===== src/design/cpu_port_pkg.sv =====
// Constants shared by the CPU-side port logic and its posting buffer.
// Assumes a 16-bit register port and one 200 MHz clock.
package cpu_port_pkg;

  localparam int unsigned REG_AW = 16;
  localparam int unsigned REG_DW = 16;

  // Register offsets on the register port
  localparam logic [15:0] PERIPH_PORT_CONFIG_OFS = 16'h0100;
  localparam logic [15:0] PERIPH_PORT_ERROR_OFS  = 16'h0102;
  localparam logic [15:0] MEM_PORT_CONFIG_OFS    = 16'h0200;
  localparam logic [15:0] MEM_PORT_ERROR_OFS     = 16'h0202;
  localparam logic [15:0] IRQ_STATUS_OFS         = 16'h0310;
  localparam logic [15:0] IRQ_MASK_OFS           = 16'h0312;

  // Field positions
  localparam int unsigned BUS_ERROR_ENABLE_BIT   = 15;
  localparam int unsigned INTERNAL_BUS_ERR_BIT   = 15;
  localparam int unsigned PERIPH_TIMEOUT_BIT     = 12;
  localparam int unsigned WRITE_PATH_ERR_BIT     = 4;
  localparam int unsigned READ_PATH_ERR_BIT      = 3;
  localparam int unsigned POSTING_ENABLE_BIT     = 7;
  localparam int unsigned EXT_MEM_TIMEOUT_BIT    = 12;

  // Reset values
  localparam logic BUS_ERROR_ENABLE_RST = 1'b1;
  localparam logic POSTING_ENABLE_RST   = 1'b0;

  // Interrupt status and mask layout
  localparam int unsigned IRQ_W            = 4;
  localparam int unsigned IRQ_BUS_ERR      = 0;
  localparam int unsigned IRQ_PER_TIMEOUT  = 1;
  localparam int unsigned IRQ_XMEM_TIMEOUT = 2;
  localparam int unsigned IRQ_IDLE_ERR     = 3;

  // Cycles without answer before an access is declared timed out
  localparam int unsigned TIMEOUT_COUNT = 512;
  localparam int unsigned POST_DEPTH    = 2;

  // Address ranges checked for invalid accesses
  localparam logic [15:0] SCOPE0_LO = 16'h0000;
  localparam logic [15:0] SCOPE0_HI = 16'h03FF;
  localparam logic [15:0] SCOPE1_LO = 16'h1400;
  localparam logic [15:0] SCOPE1_HI = 16'h17FF;
  localparam logic [15:0] SCOPE2_LO = 16'h2000;
  localparam logic [15:0] SCOPE2_HI = 16'h23FF;

endpackage


===== src/design/posting_buffer.sv =====
// Write-posting store: a small queue of address and data words.
// Assumes the owner never pushes when full nor pops when empty.
`timescale 1ns/1ps
module posting_buffer #(
  parameter int unsigned WIDTH = 56,
  parameter int unsigned DEPTH = 2,
  parameter int unsigned LVL_W = $clog2(DEPTH + 1)
) (
  input  wire logic             clk_i,
  input  wire logic             reset_i,
  input  wire logic             push_i,
  input  wire logic [WIDTH-1:0] push_data_i,
  input  wire logic             pop_i,
  output logic      [WIDTH-1:0] head_data_o,
  output logic                  valid_o,
  output logic      [LVL_W-1:0] level_o
);

  localparam int unsigned PTR_W = (DEPTH > 1) ? $clog2(DEPTH) : 1;
  localparam logic [PTR_W-1:0] LAST = PTR_W'(DEPTH - 1);

  logic [WIDTH-1:0] store [DEPTH];
  logic [PTR_W-1:0] wr_ptr;
  logic [PTR_W-1:0] rd_ptr;
  logic [LVL_W-1:0] next_level;

  function automatic logic [PTR_W-1:0] advance(input logic [PTR_W-1:0] p);
    advance = (p == LAST) ? '0 : p + PTR_W'(1);
  endfunction

  always_comb
  begin
    next_level = level_o;
    if (push_i && !pop_i)
    begin
      next_level = level_o + LVL_W'(1);
    end
    else if (pop_i && !push_i)
    begin
      next_level = level_o - LVL_W'(1);
    end
  end

  always_ff @(posedge clk_i)
  begin
    if (push_i)
    begin
      store[wr_ptr] <= push_data_i;
    end
  end

  always_ff @(posedge clk_i)
  begin
    if (reset_i)
    begin
      wr_ptr  <= '0;
      rd_ptr  <= '0;
      level_o <= '0;
      valid_o <= 1'b0;
    end
    else
    begin
      if (push_i)
      begin
        wr_ptr <= advance(wr_ptr);
      end
      if (pop_i)
      begin
        rd_ptr <= advance(rd_ptr);
      end
      level_o <= next_level;
      valid_o <= (next_level != '0);
    end
  end

  assign head_data_o = store[rd_ptr];

endmodule


===== src/design/cpu_port_bridge.sv =====
// CPU-side peripheral port checker and external memory write port.
// Assumes one clock, a synchronous reset and single-cycle register strobes.
//
// Strobed register access is this design's own decision.
`timescale 1ns/1ps
module cpu_port_bridge
  import cpu_port_pkg::*;
#(
  parameter int unsigned XADDR_W        = 24,
  parameter int unsigned XDATA_W        = 32,
  parameter int unsigned TIMEOUT_CYCLES = TIMEOUT_COUNT
) (
  input  wire logic               clk_i,
  input  wire logic               reset_i,
  input  wire logic [REG_AW-1:0]  reg_addr_i,
  input  wire logic [REG_DW-1:0]  reg_wdata_i,
  input  wire logic               reg_wr_i,
  input  wire logic               reg_rd_i,
  output logic      [REG_DW-1:0]  reg_rdata_o,
  input  wire logic               per_req_i,
  input  wire logic               per_write_i,
  input  wire logic [15:0]        per_addr_i,
  input  wire logic               per_invalid_i,
  input  wire logic               per_ack_i,
  output logic                    per_stall_o,
  output logic                    per_done_o,
  output logic                    per_bus_error_o,
  input  wire logic               idle_instr_i,
  input  wire logic               wake_i,
  input  wire logic               periph_idle_request_i,
  input  wire logic               ext_mem_idle_request_i,
  input  wire logic               cpu_idle_i,
  input  wire logic               master_idle_i,
  input  wire logic               peripheral_timeout_enable_i,
  input  wire logic               ext_mem_timeout_enable_i,
  output logic                    periph_idle_o,
  output logic                    mem_idle_o,
  output logic                    idle_bus_error_o,
  input  wire logic               mem_wr_req_i,
  input  wire logic [XADDR_W-1:0] mem_wr_addr_i,
  input  wire logic [XDATA_W-1:0] mem_wr_data_i,
  output logic                    mem_wr_stall_o,
  output logic                    xmem_req_o,
  output logic      [XADDR_W-1:0] xmem_addr_o,
  output logic      [XDATA_W-1:0] xmem_data_o,
  input  wire logic               xmem_ack_i,
  input  wire logic               xmem_other_wait_i,
  output logic                    irq_o
);

  localparam int unsigned LVL_W = $clog2(POST_DEPTH + 1);
  localparam int unsigned CNT_W = $clog2(TIMEOUT_CYCLES);
  localparam logic [CNT_W-1:0] CNT_LAST = CNT_W'(TIMEOUT_CYCLES - 1);
  localparam logic [LVL_W-1:0] LVL_FULL = LVL_W'(POST_DEPTH);

  typedef enum logic [3:0] {
    P_READY = 4'b0001,
    P_BUSY  = 4'b0010,
    P_HANG  = 4'b0100,
    P_OFF   = 4'b1000
  } per_state_t;

  per_state_t       per_state;
  per_state_t       next_per_state;
  logic             bus_error_enable;
  logic             posting_enable;
  logic             internal_bus_error_flag;
  logic             peripheral_timeout_flag;
  logic             write_path_error_flag;
  logic             read_path_error_flag;
  logic             ext_mem_timeout_flag;
  logic [IRQ_W-1:0] irq_status;
  logic [IRQ_W-1:0] irq_mask;
  logic [IRQ_W-1:0] irq_event;
  logic [CNT_W-1:0] per_cnt;
  logic [CNT_W-1:0] xmem_cnt;
  logic             invalid_hit;
  logic             berr_evt;
  logic             per_tmo_evt;
  logic             xmem_wait;
  logic             xmem_tmo_evt;
  logic             periph_idle_enter;
  logic             mem_idle_enter;
  logic             idle_err_evt;
  logic             push;
  logic             pop;
  logic             buf_valid;
  logic [LVL_W-1:0] level;
  logic [LVL_W-1:0] next_level;
  logic [REG_DW-1:0] next_rdata;
  logic [XADDR_W+XDATA_W-1:0] head;

  function automatic logic in_scope(input logic [15:0] a);
    in_scope = (a >= SCOPE0_LO && a <= SCOPE0_HI) ||
               (a >= SCOPE1_LO && a <= SCOPE1_HI) ||
               (a >= SCOPE2_LO && a <= SCOPE2_HI);
  endfunction

  function automatic logic reg_hit(input logic [15:0] ofs);
    reg_hit = (reg_addr_i == ofs);
  endfunction

  // Peripheral port access checking
  assign invalid_hit = per_req_i && per_invalid_i && in_scope(per_addr_i);
  assign berr_evt    = (per_state == P_READY) && !periph_idle_o &&
                       invalid_hit && bus_error_enable;
  assign per_tmo_evt = (per_state == P_BUSY) && !per_ack_i &&
                       peripheral_timeout_enable_i && (per_cnt == CNT_LAST);

  always_comb
  begin
    next_per_state = per_state;
    case (per_state)
      P_READY:
      begin
        if (periph_idle_o)
        begin
          next_per_state = P_OFF;
        end
        else if (invalid_hit && !bus_error_enable)
        begin
          next_per_state = P_HANG;
        end
        else if (per_req_i && !invalid_hit && !per_ack_i)
        begin
          next_per_state = P_BUSY;
        end
      end
      P_BUSY:
      begin
        if (per_ack_i || per_tmo_evt)
        begin
          next_per_state = P_READY;
        end
      end
      P_HANG:  next_per_state = P_HANG;
      P_OFF:
      begin
        if (!periph_idle_o)
        begin
          next_per_state = P_READY;
        end
      end
      default: next_per_state = P_READY;
    endcase
  end

  always_ff @(posedge clk_i)
  begin
    if (reset_i)
    begin
      per_state       <= P_READY;
      per_stall_o     <= 1'b0;
      per_done_o      <= 1'b0;
      per_bus_error_o <= 1'b0;
    end
    else
    begin
      per_state       <= next_per_state;
      per_stall_o     <= (next_per_state != P_READY);
      per_done_o      <= ((per_state == P_READY) && !periph_idle_o &&
                          per_req_i && (per_ack_i || berr_evt)) ||
                         ((per_state == P_BUSY) && (per_ack_i || per_tmo_evt));
      per_bus_error_o <= berr_evt || per_tmo_evt;
    end
  end

  always_ff @(posedge clk_i)
  begin
    if (reset_i || per_state != P_BUSY)
    begin
      per_cnt <= '0;
    end
    else
    begin
      per_cnt <= per_cnt + CNT_W'(1);
    end
  end

  // Error flags are sticky until reset
  always_ff @(posedge clk_i)
  begin
    if (reset_i)
    begin
      internal_bus_error_flag <= 1'b0;
      peripheral_timeout_flag <= 1'b0;
      write_path_error_flag   <= 1'b0;
      read_path_error_flag    <= 1'b0;
      ext_mem_timeout_flag    <= 1'b0;
    end
    else
    begin
      if (berr_evt)
      begin
        internal_bus_error_flag <= 1'b1;
      end
      if (per_tmo_evt)
      begin
        peripheral_timeout_flag <= 1'b1;
      end
      if (berr_evt && per_write_i)
      begin
        write_path_error_flag <= 1'b1;
      end
      if (berr_evt && !per_write_i)
      begin
        read_path_error_flag <= 1'b1;
      end
      if (xmem_tmo_evt)
      begin
        ext_mem_timeout_flag <= 1'b1;
      end
    end
  end

  // Idle control of both ports
  assign periph_idle_enter = idle_instr_i && periph_idle_request_i &&
                             !periph_idle_o;
  assign mem_idle_enter    = idle_instr_i && ext_mem_idle_request_i &&
                             !mem_idle_o;
  assign idle_err_evt = (periph_idle_enter && !cpu_idle_i) ||
                        (mem_idle_enter && !cpu_idle_i && !master_idle_i);

  always_ff @(posedge clk_i)
  begin
    if (reset_i)
    begin
      periph_idle_o    <= 1'b0;
      mem_idle_o       <= 1'b0;
      idle_bus_error_o <= 1'b0;
    end
    else
    begin
      if (periph_idle_enter)
      begin
        periph_idle_o <= 1'b1;
      end
      else if (wake_i)
      begin
        periph_idle_o <= 1'b0;
      end
      if (mem_idle_enter)
      begin
        mem_idle_o <= 1'b1;
      end
      else if (wake_i)
      begin
        mem_idle_o <= 1'b0;
      end
      idle_bus_error_o <= idle_err_evt;
    end
  end

  // Memory port write posting
  assign push = mem_wr_req_i && !mem_wr_stall_o && !mem_idle_o;
  assign pop  = buf_valid && xmem_ack_i && !mem_idle_o;

  always_comb
  begin
    next_level = level;
    if (push && !pop)
    begin
      next_level = level + LVL_W'(1);
    end
    else if (pop && !push)
    begin
      next_level = level - LVL_W'(1);
    end
  end

  posting_buffer #(
    .WIDTH (XADDR_W + XDATA_W),
    .DEPTH (POST_DEPTH),
    .LVL_W (LVL_W)
  ) u_post (
    .clk_i       (clk_i),
    .reset_i     (reset_i),
    .push_i      (push),
    .push_data_i ({mem_wr_addr_i, mem_wr_data_i}),
    .pop_i       (pop),
    .head_data_o (head),
    .valid_o     (buf_valid),
    .level_o     (level)
  );

  always_ff @(posedge clk_i)
  begin
    if (reset_i)
    begin
      mem_wr_stall_o <= 1'b0;
      xmem_req_o     <= 1'b0;
    end
    else
    begin
      if (mem_idle_o || mem_idle_enter)
      begin
        mem_wr_stall_o <= 1'b1;
      end
      else if (posting_enable)
      begin
        mem_wr_stall_o <= (next_level == LVL_FULL);
      end
      else
      begin
        mem_wr_stall_o <= (next_level != '0);
      end
      xmem_req_o <= (next_level != '0) && !mem_idle_o && !mem_idle_enter;
    end
  end

  assign xmem_addr_o = head[XADDR_W+XDATA_W-1:XDATA_W];
  assign xmem_data_o = head[XDATA_W-1:0];

  // External memory time-out watch
  assign xmem_wait    = (buf_valid && !xmem_ack_i) || xmem_other_wait_i;
  assign xmem_tmo_evt = ext_mem_timeout_enable_i && xmem_wait &&
                        (xmem_cnt == CNT_LAST);

  always_ff @(posedge clk_i)
  begin
    if (reset_i || !xmem_wait || xmem_tmo_evt)
    begin
      xmem_cnt <= '0;
    end
    else
    begin
      xmem_cnt <= xmem_cnt + CNT_W'(1);
    end
  end

  // Register port
  always_ff @(posedge clk_i)
  begin
    if (reset_i)
    begin
      bus_error_enable <= BUS_ERROR_ENABLE_RST;
      posting_enable   <= POSTING_ENABLE_RST;
      irq_mask         <= '0;
    end
    else if (reg_wr_i)
    begin
      if (reg_hit(PERIPH_PORT_CONFIG_OFS))
      begin
        bus_error_enable <= reg_wdata_i[BUS_ERROR_ENABLE_BIT];
      end
      if (reg_hit(MEM_PORT_CONFIG_OFS))
      begin
        posting_enable <= reg_wdata_i[POSTING_ENABLE_BIT];
      end
      if (reg_hit(IRQ_MASK_OFS))
      begin
        irq_mask <= reg_wdata_i[IRQ_W-1:0];
      end
    end
  end

  always_comb
  begin
    irq_event = '0;
    irq_event[IRQ_BUS_ERR]      = berr_evt;
    irq_event[IRQ_PER_TIMEOUT]  = per_tmo_evt;
    irq_event[IRQ_XMEM_TIMEOUT] = xmem_tmo_evt;
    irq_event[IRQ_IDLE_ERR]     = idle_err_evt;
  end

  // Set wins over a write-one-to-clear in the same cycle
  always_ff @(posedge clk_i)
  begin
    if (reset_i)
    begin
      irq_status <= '0;
      irq_o      <= 1'b0;
    end
    else
    begin
      if (reg_wr_i && reg_hit(IRQ_STATUS_OFS))
      begin
        irq_status <= (irq_status & ~reg_wdata_i[IRQ_W-1:0]) | irq_event;
      end
      else
      begin
        irq_status <= irq_status | irq_event;
      end
      irq_o <= |((irq_status | irq_event) & irq_mask &
                 ~((reg_wr_i && reg_hit(IRQ_STATUS_OFS)) ?
                   reg_wdata_i[IRQ_W-1:0] & ~irq_event : '0));
    end
  end

  always_comb
  begin
    next_rdata = '0;
    case (1'b1)
      reg_hit(PERIPH_PORT_CONFIG_OFS):
        next_rdata[BUS_ERROR_ENABLE_BIT] = bus_error_enable;
      reg_hit(PERIPH_PORT_ERROR_OFS):
      begin
        next_rdata[INTERNAL_BUS_ERR_BIT] = internal_bus_error_flag;
        next_rdata[PERIPH_TIMEOUT_BIT]   = peripheral_timeout_flag;
        next_rdata[WRITE_PATH_ERR_BIT]   = write_path_error_flag;
        next_rdata[READ_PATH_ERR_BIT]    = read_path_error_flag;
      end
      reg_hit(MEM_PORT_CONFIG_OFS):
        next_rdata[POSTING_ENABLE_BIT] = posting_enable;
      reg_hit(MEM_PORT_ERROR_OFS):
        next_rdata[EXT_MEM_TIMEOUT_BIT] = ext_mem_timeout_flag;
      reg_hit(IRQ_STATUS_OFS):
        next_rdata[IRQ_W-1:0] = irq_status;
      reg_hit(IRQ_MASK_OFS):
        next_rdata[IRQ_W-1:0] = irq_mask;
      default: next_rdata = '0;
    endcase
  end

  always_ff @(posedge clk_i)
  begin
    if (reset_i)
    begin
      reg_rdata_o <= '0;
    end
    else
    begin
      reg_rdata_o <= reg_rd_i ? next_rdata : '0;
    end
  end
endmodule


===== config.mk =====
export PLATFORM = sky130hd
export DESIGN_NAME = cpu_port_bridge
export DESIGN_NICKNAME = d
export VERILOG_FILES = /design/src/design/cpu_port_pkg.sv /design/src/design/posting_buffer.sv /design/src/design/cpu_port_bridge.sv
export SDC_FILE = /design/constraint.sdc
export NUM_CORES = 1
export LEC_CHECK = 0
export BUFFER_PORTS_ARGS = -buffer_cell sky130_fd_sc_hd__buf_2
export CORE_ASPECT_RATIO = 1.5
export CORE_MARGIN = 3
export CORE_UTILIZATION = 50
export DETAILED_ROUTE_END_ITERATION = 10
export PLACE_DENSITY = 0.76
export RECOVER_POWER = 50
export SETUP_SLACK_MARGIN = 0.5
export SLEW_MARGIN = 20
export SYNTH_ARGS = -nofsm -noshare
export SYNTH_HDL_FRONTEND = slang
export SYNTH_HIERARCHICAL = 1
export SYNTH_SLANG_ARGS = --single-unit
export TNS_END_PERCENT = 20

===== constraint.sdc =====
create_clock -name clk_i -period 8.7 [get_ports clk_i]
set_input_delay 0.87 -clock clk_i [delete_from_list [all_inputs] [get_ports clk_i]]
set_output_delay 0.87 -clock clk_i [all_outputs]
set_load 0.005 [all_outputs]

==> results.md, run 1 <==
- The average cell area after synthesis is between 10 and 15 um2.
- The final-report max-slew violation count was 42.
- The clock latency at the later pin of the worst-skew pair is approximately 0.4 ns.
- For the worst setup path, the data required time is 8.93 ns.
- The total power density per cell area is around 240 nW/um2.
- The origin of the worst min-delay path is internal_bus_error_flag.
- The number of antenna violations at the first check in global routing is 1.
- 204 I/O pins were placed.
- During placement, the flow inserted port buffers numbering around 180.
- The path with the worst hold slack has its endpoint at internal_bus_error_flag.
- The die is 149 um tall.
- The most used flip-flop cell after synthesis is sky130_fd_sc_hd__edfxtp_1.
- The maximum vdd ir drop is 0.124 mV.
- The share of the clock period used by the worst path after layout is 32.9%.
- Summed over its instances, the top area cell type makes up 49.3% of the synthesized netlist area.
- The number of vias in the routed layout is 4,354.
- Counting along the longest clock path gives a buffer depth of 2.
- The starting utilization of the core area is 51.8%.
- The first routing iteration left 101 violations.
- Fill cells in the final layout number 1,040.
- In this run the horizontal extent of the chip is a little over 100 um.
- After detailed routing, the average wire length per cell comes to between 15 and 20 um.
- The number of enable-type register cells in the synthesized netlist is about 110.
- The area growth from synthesis to layout is 21.2%.
- Setup total negative slack on the finished layout was measured at 0 ns.
- The routability congestion estimate is 0.798.
- Across the routed clock network, the largest skew measured is approximately 0.011 ns.
- Yosys attributes the largest share of cell area to sky130_fd_sc_hd__edfxtp_1 (49%), sky130_fd_sc_hd__dfxtp_1 (18%), sky130_fd_sc_hd__mux2_2 (8.9%).
- Detailed placement finished with a half-perimeter wire length of 9440 um.
- The count of instances resized after the clock tree is built is 0.
- Cells fill 62.8% of the core in the end.
- The cell sitting at the root of the clock tree is a sky130_fd_sc_hd__clkbuf_16.
- The combined global-route utilization of all metal layers is 17.5%.
- The worst hold path passes through 2 cells.
- The wire length of the first global-routing pass is 20,700 um.
- The total area inside the core boundary comes to 13,100 um2.
- The die outline area is 15,100 um2.
- The leftover overflow at the end of global routing is 0.
- The critical path launch point is reg_addr_i[7].
- In this run the remaining antenna-violating nets after routing total 0.
- The worst setup slack for register-to-register paths is 6.39 ns.
- STA classifies the critical path endpoint as a flop.
- The launching element type of the critical path is an input port.
- The run finished, with violations left.
- Counting the buffers created by CTS gives 17.
- The post-synthesis async set-or-reset flop share is 0%.
- The initialized floorplan defines slightly above 50 standard-cell rows.
- The arrival time at the worst endpoint is 3.09 ns.
- In the routed design, unresolved DRC markers number 0.
- The final layout net count is roughly 800.
- Using the TritonRoute via totals, the vias-per-cell ratio works out to 5.21.
- For this run, the register share of the synthesized area comes to 67.0%.
- In this run the critical register-to-register path is launched from mem_wr_stall_o.
- The time the worst path needs with I/O delays and setup is 2.87 ns.
- The share of post-route cells with drive strength above 1 is 34.3%.
- TritonCTS built the clock tree.
- The number of endpoints with negative hold slack in the final report is 0.
- The count of mapped cells out of synthesis is roughly 480.
- The cell taking the most area after synthesis is sky130_fd_sc_hd__edfxtp_1.
- The critical path class is input port to flop.
- The final reports fail on max-capacitance violations, max-slew violations.
- For the pin with the worst max-slew slack, the measured transition is 1.70 ns.
- The final antenna diode count is 0.
- The number of global-route vias before repair is between 4,000 and 5,000.
- During synthesis, Yosys emitted a total of 6 warnings.
- The wire length reported by the detailed router is 13,200 um.
- The number of search-and-repair iterations in the first detailed-routing pass is 4.
- In this run the critical register-to-register path is captured at u_post/store[0][19].
- In the layout the commonest cells are sky130_fd_sc_hd__buf_2 (133), sky130_fd_sc_hd__edfxtp_1 (112), sky130_fd_sc_hd__dfxtp_1 (59).
- Along the worst path, the maximum fanout reaches 7.
- Counting distinct cell types in the post-synthesis netlist gives between 50 and 60.
- The level count of the clock H-tree is 4.
- Setup violations remaining at the end of the flow were counted as 0.
- After clock tree synthesis, the flow added hold-fix buffers numbering 0.
- The worst hold path belongs to the class flop to flop.
- The tool flagged a number of max-cap violations equal to 1.
- The leakage power summed over all cells is between 3 and 4 nW.
- The cell area after synthesis is slightly below 7000 um2.
- The top achievable clock speed is 349 MHz.
- Headroom to the max-slew limit came out at -13.2%.
- Entering global routing, the biggest net connects between 50 and 60 pins.
- Setup repair after global routing left no endpoint under its margin.
- The clock edge transition at the registers on the reported setup and hold paths is 0.07 ns.
- CTS saw 172 sinks.
- The number of setup buffers added after CTS is 0.
- The count of state elements after synthesis is 172.
- The leading cell type in the layout, fill and taps excluded is sky130_fd_sc_hd__buf_2.
- Measured in cells, the most critical reg-to-reg path has a length of 4.
==> final cells by class <==
class                      instances  area, um2  area share, %
timing repair buffer             178        846           10.2
clock inverter                    15        148           1.79
tap                              159        199           2.41
inverter                          15       56.3          0.682
clock buffer                      17        425           5.15
sequential                       172       4570           55.3
multi-input combinational        279       2020           24.5
==> critical path: stages <==
cell and delay [ns]:
sky130_fd_sc_hd__buf_2 0.09, sky130_fd_sc_hd__or4_1 0.55, sky130_fd_sc_hd__nor4_1 0.99, sky130_fd_sc_hd__nand3_2 0.31, sky130_fd_sc_hd__mux2i_1 0.23, sky130_fd_sc_hd__nor2_1 0.06
==> worst max path at each step <==
stage,slack [ns],cells past startpoint,end
after floorplan,4.32,4,u_post/store[0][0]
after global placement,5.81,5,u_post/store[0][13]
after detailed placement,5.72,5,u_post/store[0][17]
after CTS,5.91,3,xmem_data_o[29]
after global routing,5.61,6,irq_mask[2]
final,5.83,6,irq_mask[3]
==> metrics by stage <==
step | worst slack [ns] | power (W) | hold WS (ns) | area (um2) | instances
3_5_place_dp | 5.72 | 0.00126 | 0.444 | 7770 | 803
5_1_grt | 5.61 | 0.00203 | 0.480 | 8260 | 835
4_1_cts | 5.91 | 0.00198 | 0.454 | 8350 | 835
6_report | 5.83 | 0.00195 | 0.452 | 8260 | 835
3_3_place_gp | 5.81 | 0.00125 | 0.432 | 7770 | 803
2_1_floorplan | 4.32 | 0.00115 | 0.422 | 6840 | 491
==> power breakdown <==
group | internal [W] | switching [W]
clock | 0.000382 | 0.000335
combinational | 0.000128 | 0.000133
sequential | 0.000945 | 0.0000242
==> state kept, by name, summed over array words and instances, names as in the netlist, 2 cells and up, named ones only <==
signal          cells
xmem_cnt            9
u_post/level_o      2
u_post/store      112
irq_status          4
per_cnt             9
irq_mask            4
per_state           4
reg_rdata_o         8
==> kinds of logic after synthesis <==
kind of cell | after synthesis | share of synthesized area, %
compound gates | 40 | 3.82
other cells | 1 | 0.0550
fa+ha+maj | 4 | 0.734
simple gates | 139 | 11.3
xor+xnor | 19 | 2.44
buf+inv | 40 | 3.38
mux | 69 | 11.3
flops | 172 | 67.0
==> layer usage <==
layer | vias to the layer above | GRT usage [%] | part of all wire, %
met2 | 152 | 31.5 | 53
li1 | 2104 | - | -
met3 | 16 | 5.38 | 7.5
met5 | - | 0 | 0.098
met4 | 2 | 5.06 | 1.0
met1 | 2080 | 19.5 | 38
==> synthesized netlist by cell type, drive strengths merged, types with 3 or more instances <==
cell	n
dfxtp	60
nand3b	3
clkbuf	6
and4	3
mux2	60
o21ai	9
xnor2	10
a31oi	4
nor2	51
nor3	4
and3b	4
nand3	14
buf	19
a21oi	11
or4	3
nand2	16
edfxtp	112
nor2b	15
nor4	3
xor2	9
mux2i	9
and3	5
ha	4
inv	15
nand2b	5
No activity file was read; power rests on OpenSTA's default activity.
==> run 2: changes to the inputs <==
Clock period 8.7 ns to 2.65 ns, I/O delays scaled along.
==> run 2 against run 1 <==
Core utilization is 0.50 points higher. Flip-flop and latch count stayed put. Global-route usage hardly changed. Total power grew to 3.3 times the previous value. Clock skew is 0.0010 ns lower. Routed wire length is 0.22% higher. Critical path type is now flop to flop. The flow now finishes without violations. Combinational power grew to 3.3 times the previous value. Largest power group unchanged. First-iteration DRC count is 26% higher.
==> results.md, run 2 (synthesis results as in run 1) <==
- The time the worst path needs with I/O delays and setup is 2.07 ns.
- The part of the power in registers came to 49.3% (was 49.8%).
- The die extent in y is 149 um (unchanged).
- The wire length of the first global-routing pass is 20,700 um (about the same).
- The share of post-route cells with drive strength above 1 is 35.2% (was 34.3%).
- The number of filler cells placed in the layout is 1,063 (was 1,040).
- The pre-CTS setup slack came to 0.558 ns (was 5.72 ns).
- The final non-filler cell area is 8330 um2 (was 8260 um2).
- The met1 layer wirelength in the final routing is 5220 um (was 5070 um).
- The area growth from synthesis to layout is 22.2% (was 21.2%).
- The final antenna-violating net count was 0 (unchanged).
- The worst hold slack after final layout is 0.0442 ns (was 0.452 ns).
- The final-report max-slew violation count is 0 (was 42).
- The data required time of the critical path is 2.70 ns (was 8.93 ns).
- The max capacitance violation total is 0 (was 1).
- Highest-count cells in the layout ignoring fill and taps: sky130_fd_sc_hd__buf_2 (140), sky130_fd_sc_hd__edfxtp_1 (112), sky130_fd_sc_hd__dfxtp_1 (59) (was sky130_fd_sc_hd__buf_2 (133), sky130_fd_sc_hd__edfxtp_1 (112), sky130_fd_sc_hd__dfxtp_1 (59)).
- The final routed DRC violation total came to 0 (unchanged).
- The worst-case clock skew was 0.0103 ns (was 0.0113 ns).
- The wire length reported by the detailed router came to 13,200 um (about the same).
- The number of standard-cell rows in the floorplan is 51 (unchanged).
- The number of flip-flops under the largest register name is 112 (unchanged).
- The clock net sink count is 172 (unchanged).
- The headroom to the max-slew limit was 53.8% (was -13.2%).
- The fraction of power spent switching nets came to 23.9% (was 25.2%).
- The clock edge transition at the registers on the reported setup and hold paths is 0.07 ns (about the same).
- The combined global-route utilization of all metal layers came to 17.5% (about the same).
- The depth of the most critical reg-to-reg path was 5 (was 4).
- The arrival time at the worst endpoint is 2.12 ns (was 3.09 ns).
- The type of element capturing the critical path is a flop (unchanged).
- The launching element type of the critical path was a flop (was input port).
- The post-place instance area was 7820 um2 (was 7770 um2).
- The net switching power was 0.00155 W (was 0.000491 W).
- The class of the tightest hold or removal check is input port to flop (was flop to flop).
- The area of the core was 13,100 um2 (unchanged).
- The I/O pin count is 204 (unchanged).
- The share of the clock period used by the worst path after layout is between 70 and 80%.
- The detailed-routed wire length on met3 came to 895 um (was 985 um).
- Status: finished, final reports clean (was finished, violations left).
- The actual transition at the worst max-transition pin is 0.694 ns (was 1.70 ns).
- The highest layer used for signal routing is met4 (was met5).
- The internal power summed over all cells is 0.00495 W (was 0.00146 W).
- The number of vias in the routed layout is 4,380 (was 4,354).
- The number of buffers on the longest clock path is 2 (unchanged).
- RSZ-0062 raised after global routing: false (unchanged).
- The leftover overflow at the end of global routing came to 0 (unchanged).
- The number of cells traversed by the worst hold path is 1 (was 2).
- The clock share of power is 37.5% (was 36.8%).
- The amount of wire on met2 after detailed routing is 6950 um (was 7000 um).
- The clock tree root buffer cell was sky130_fd_sc_hd__clkbuf_16 (unchanged).
- The largest net degree at the start of global routing is 57 (unchanged).
- The total power density per cell area is 780 nW/um2 (was 236 nW/um2).
- The total clock buffers created by CTS is 17 (unchanged).
- The leakage power summed over all cells is 3.15 nW (was 3.12 nW).
- The number of antenna violations at the first check in global routing is 0 (was 1).
- The maximum fanout along the worst path is 36 (was 7).
- The post-CTS setup buffer count is 0 (unchanged).
- The clock latency at the later pin of the worst-skew pair is 0.41 ns (about the same).
- The top register by number of flip-flops is u_post/store (unchanged).
- The clock tree from TritonCTS is yes (unchanged).
- The maximum vdd ir drop is 0.411 mV (was 0.124 mV).
- The routability congestion estimate is 0.809 (was 0.798).
- The number of endpoints with negative hold slack in the final report is 0 (unchanged).
- Leading registers by flop count: u_post/store (112), per_cnt (9), xmem_cnt (9) (unchanged).
- The detailed-route vias per instance is 5.24 (was 5.21).
- The number of global-route vias before repair is 4,427 (was 4,490).
- The routed wire length per instance is 15.8 um (about the same).
- The count of routing violations after the opening detailed-route iteration is 127 (was 101).
- The level count of the clock H-tree is 4 (unchanged).
- The x dimension of the die is 101 um (unchanged).
- The final layout net count came to 792 (was 790).
- The count of input and output buffers came to 175 (unchanged).
- The die outline area is 15,100 um2 (unchanged).
- The number of search-and-repair iterations in the first detailed-routing pass came to 4 (unchanged).
- The setup TNS after final layout was 0 ns (unchanged).
- The critical path class is flop to flop (was input port to flop).
- The starting utilization of the core area is 51.8% (unchanged).
- The final HPWL from detailed placement is 9330 um (was 9440 um).
- The final antenna diode count is 0 (unchanged).
- The final-report setup violation count is 0 (unchanged).
- Static timing analysis puts the maximum clock frequency at approximately 480 MHz.
- The post-layout worst setup margin is 0.576 ns (was 5.83 ns).
- The leading cell type in the layout, fill and taps excluded is sky130_fd_sc_hd__buf_2 (unchanged).
- The quantity of hold-fixing buffers added after cts is 0 (unchanged).
- The combinational share of power is 13.3% (was 13.4%).
==> run 2: metrics by stage <==
stage / power, W / instances / utilization, %
after detailed placement: 0.00415 / 805 / 59.5
after global placement: 0.00411 / 805 / 59.5
after floorplan: 0.00378 / 491 / -
after global routing: 0.00678 / 836 / 63.4
final: 0.00650 / 836 / 63.4
after CTS: 0.00659 / 836 / 63.9
==> run 2: worst max-delay path: stages (launching register included) <==
cell	delay [ns]
sky130_fd_sc_hd__dfxtp_1	0.32
sky130_fd_sc_hd__nor2b_1	0.25
sky130_fd_sc_hd__nor2b_1	0.17
sky130_fd_sc_hd__clkbuf_1	0.32
sky130_fd_sc_hd__and2_2	0.22
sky130_fd_sc_hd__buf_4	0.42
==> run 2: worst paths after layout <==
kind / from / to / slack (ns)
worst max-delay path: mem_wr_stall_o / u_post/store[1][8] / 0.58
worst min-delay path: mem_wr_data_i[24] / u_post/store[0][24] / 0.04
worst max register to register: mem_wr_stall_o / u_post/store[1][8] / 0.58
worst min register to register: internal_bus_error_flag / internal_bus_error_flag / 0.46
==> run 2: final cells by class <==
cell class | instances | area (um2) | share of cell area, %
timing repair buffer | 180 | 891 | 10.7
inverter | 15 | 56.3 | 0.676
clock inverter | 13 | 156 | 1.88
sequential | 172 | 4570 | 54.9
tap | 159 | 199 | 2.39
multi-input combinational | 279 | 2030 | 24.4
clock buffer | 18 | 429 | 5.15
==> run 2: timing repair <==
item	4_1_cts	5_1_grt
gates resized for setup	1	0
endpoints found under the hold margin	0	0
setup endpoints to repair	36	0
==> run 2: power by group through the flow <==
stage          registers, W  logic, W  clock network, W
6_report            0.00320  0.000861           0.00243
2_1_floorplan       0.00322  0.000558                 0
4_1_cts             0.00321  0.000892           0.00250
5_1_grt             0.00322  0.000945           0.00261
3_3_place_gp        0.00324  0.000862                 0
3_5_place_dp        0.00326  0.000887                 0
==> run 2: routing by layer <==
layer	vias to the layer above	track usage, %
li1	2103	-
met3	19	5.15
met2	157	31.9
met4	0	4.86
met5	-	0
met1	2101	19.5
==> run 3: changes to the inputs <==
Settings changed: CORE_UTILIZATION 50 to 46, PLACE_DENSITY 0.76 to 0.73.
Clock period 2.65 ns to 1.8 ns, I/O delays scaled along.
==> run 3 against run 2 <==
Via count rose by 9.7%. Final cell count grew 15%. Worst hold slack got worse by 0.013 ns. Count of clock-buffer cells in the layout decreased by 1. Sequential power grew 47%. Register-to-register slack worse by 0.50 ns. Non-clock buffer count increased by 95. Flip-flop and latch count stayed put. Clock skew shrank 0.00058 ns. Largest power group unchanged.
==> results.md, run 3 (synthesis results as in run 1) <==
- Status: finished, final reports clean (unchanged).
- The final antenna-violating net count was 0 (unchanged).
- The final antenna diode count came to 0 (unchanged).
- The cell with the biggest individual delay on the critical path is sky130_fd_sc_hd__dfxtp_4 (was sky130_fd_sc_hd__buf_4).
- The x dimension of the die is 105 um (was 101 um).
- The number of flip-flops under the largest register name is 112 (unchanged).
- The final-report max-slew violation count came to 0 (unchanged).
- The clock edge transition at the registers on the reported setup and hold paths is 0.06 ns (was 0.07 ns).
- The number of standard-cell rows in the floorplan is 53 (was 51).
- The clock net sink count was 172 (unchanged).
- The maximum fanout along the worst path is 14 (was 36).
- The max capacitance violation total is 0 (unchanged).
- The wire length reported by the detailed router came to 15,800 um (was 13,200 um).
- The worst setup slack for register-to-register paths was 0.08 ns (was 0.58 ns).
- The starting utilization of the core area is 47.8% (was 51.8%).
- The number of buffers on the longest clock path is 2 (unchanged).
- The number of vias in the routed layout was 4,806 (was 4,380).
- Highest-count cells in the layout ignoring fill and taps: sky130_fd_sc_hd__buf_2 (117), sky130_fd_sc_hd__edfxtp_1 (112), sky130_fd_sc_hd__clkbuf_1 (64) (was sky130_fd_sc_hd__buf_2 (140), sky130_fd_sc_hd__edfxtp_1 (112), sky130_fd_sc_hd__dfxtp_1 (59)).
- The number of endpoints with negative hold slack in the final report is 0 (unchanged).
- The clock tree root buffer cell is sky130_fd_sc_hd__clkbuf_16 (unchanged).
- The final HPWL from detailed placement is 9780 um (was 9330 um).
- The leakage power summed over all cells is 3.51 nW (was 3.15 nW).
- The clock tree from TritonCTS is yes (unchanged).
- The critical path class was flop to output pin (was flop to flop).
- The final layout net count was 888 (was 792).
- The count of input and output buffers is 175 (unchanged).
- The clock latency at the later pin of the worst-skew pair is 0.42 ns (was 0.41 ns).
- The leading cell type in the layout, fill and taps excluded is sky130_fd_sc_hd__buf_2 (unchanged).
- Cell breakdown of the critical path: clkbuf_16 -> mux2_2 -> buf_2 (was nor2b_1 -> nor2b_1 -> clkbuf_1 -> and2_2 -> buf_4).
- The worst reg2reg path startpoint is per_cnt[3] (was mem_wr_stall_o).
- The die outline area is 16,300 um2 (was 15,100 um2).
- The cell family contributing the most delay on the critical path is flip-flops (was buffers and inverters).
- The headroom to the max-slew limit is 67.2% (was 53.8%).
- RSZ-0062 raised after global routing: true (was false).
- The class of the tightest hold or removal check is input port to flop (unchanged).
- The combined global-route utilization of all metal layers came to 18.9% (was 17.5%).
- The actual transition at the worst max-transition pin is 0.485 ns (was 0.694 ns).
- The data required time of the critical path came to 1.62 ns (was 2.70 ns).
- The type of element capturing the critical path is an output pin (was flop).
- The share of the clock period used by the worst path after layout is 97.3%.
- The area growth from synthesis to layout is 37.1% (was 22.2%).
- The final core utilization is 65.5% (was 63.4%).
- The area of the core is 14,300 um2 (was 13,100 um2).
- The total clock buffers created by CTS came to 17 (unchanged).
- Based on the critical path, the design can be clocked at up to 571 MHz.
- The maximum vdd ir drop is 0.580 mV (was 0.411 mV).
- The level count of the clock H-tree is 4 (unchanged).
- The routed wire length per instance is 16.3 um (was 15.8 um).
- The die extent in y was 155 um (was 149 um).
- The origin of the worst min-delay path is reg_wdata_i[2] (was mem_wr_data_i[24]).
- The routability congestion estimate is 0.810 (was 0.809).
- The wire length of the first global-routing pass is 24,400 um (was 20,700 um).
- The number of global-route vias before repair is 5,048 (was 4,427).
- The largest net degree at the start of global routing is 57 (unchanged).
- The share of post-route cells with drive strength above 1 is 34.5% (was 35.2%).
- The I/O pin count is 204 (unchanged).
- The final routed DRC violation total was 0 (unchanged).
- The detailed-route vias per instance came to 4.98 (was 5.24).
- The final-report setup violation count came to 0 (unchanged).
- The total power density per cell area came to 1050 nW/um2 (was 780 nW/um2).
- The leftover overflow at the end of global routing is 0 (unchanged).
- The worst-case clock skew is 0.00973 ns (was 0.0103 ns).
- The post-route total power is 0.00984 W (was 0.00650 W).
- The arrival time at the worst endpoint is 1.57 ns (was 2.12 ns).
- The number of search-and-repair iterations in the first detailed-routing pass is 4 (unchanged).
- The worst path buffer plus inverter count is 2 (unchanged).
- The launching element type of the critical path was a flop (unchanged).
- The maximum single-stage delay on the critical path is 0.45 ns (was 0.42 ns).
- The time the worst path needs with I/O delays and setup is approximately 1.8 ns.
- Leading registers by flop count: u_post/store (112), per_cnt (9), xmem_cnt (9) (unchanged).
- The number of antenna violations at the first check in global routing was 0 (unchanged).
- The top register by number of flip-flops is u_post/store (unchanged).
- The count of routing violations after the opening detailed-route iteration is 184 (was 127).
[run 3: changes by cell type in the layout (fill, tap and decap cells not counted), moves of 3 or more]
| cell | previous run | this run |
|---|---|---|
| sky130_fd_sc_hd__nand2_2 | 0 | 3 |
| sky130_fd_sc_hd__dlygate4sd3_1 | 0 | 59 |
| sky130_fd_sc_hd__buf_2 | 140 | 117 |
| sky130_fd_sc_hd__clkbuf_1 | 37 | 64 |
| sky130_fd_sc_hd__nand3_1 | 14 | 11 |
| sky130_fd_sc_hd__dfxtp_2 | 0 | 7 |
| sky130_fd_sc_hd__dfxtp_1 | 59 | 52 |
| sky130_fd_sc_hd__nand2_1 | 16 | 13 |
| sky130_fd_sc_hd__buf_4 | 2 | 28 |
[run 3: path summary, 6_finish.rpt]
check | endpoint | cells past startpoint
worst max-delay path | xmem_data_o[5] | 3
worst min-delay path | irq_mask[2] | 3
worst max register to register | irq_o | 9
worst min register to register | internal_bus_error_flag | 2
[run 3: area by class of cell]
type	count	area (um2)
Inverter	15	56.3
Sequential cell	172	4580
Tap cell	192	240
Clock inverter	14	163
Clock buffer	17	425
Timing Repair Buffer	275	1770
Multi-Input combinational cell	280	2110
Fill cell	1062	4910
[run 3: what timing repair did]
item                                   in CTS  in global routing
gates resized for setup                    29                  4
pin swaps                                  11                  7
hold buffers                               59                  0
cloned                                      3                  1
setup buffers                               8                  3
endpoints found under the hold margin     115                  0
setup endpoints to repair                 216                223
[run 3: power breakdown]
group	switching, W	total, W	internal (W)
registers	0.000134	0.00470	0.00457
clock network	0.00153	0.00360	0.00207
logic	0.000732	0.00154	0.000811
[run 3: metrics by stage]
stage	setup slack (ns)	instance area (um2)	hold WS, ns	cells	setup TNS, ns
global route	0.0116	9340	0.0471	965	0
global placement	-0.0534	8040	0.368	860	-0.279
CTS	0.0433	9440	0.0140	961	0
detailed placement	-0.114	8040	0.373	860	-0.593
floorplan	-0.223	6860	0.252	491	-17.40
finish	0.0486	9340	0.0313	965	0
[run 3: worst register-to-register path: cells and delay by family, from the launching register on]
family                   cells  cell delay, ns
AO/OA/AOI/OAI                1            0.16
adder cells (fa/ha/maj)      1            0.14
flip-flops                   1            0.34
AND/OR/NAND/NOR              7            1.03
[run 3: metal layers]
| layer | GRT usage, % | wire length [um] | vias up | share of wire (%) |
|---|---|---|---|---|
| met1 | 20.6 | 6070 | 2324 | 38 |
| met2 | 35.2 | 8560 | 169 | 54 |
| met4 | 7.13 | 199 | 0 | 1.3 |
| met3 | 4.65 | 949 | 14 | 6.0 |
| met5 | 0 | 0 | - | 0 |
| li1 | - | - | 2299 | - |
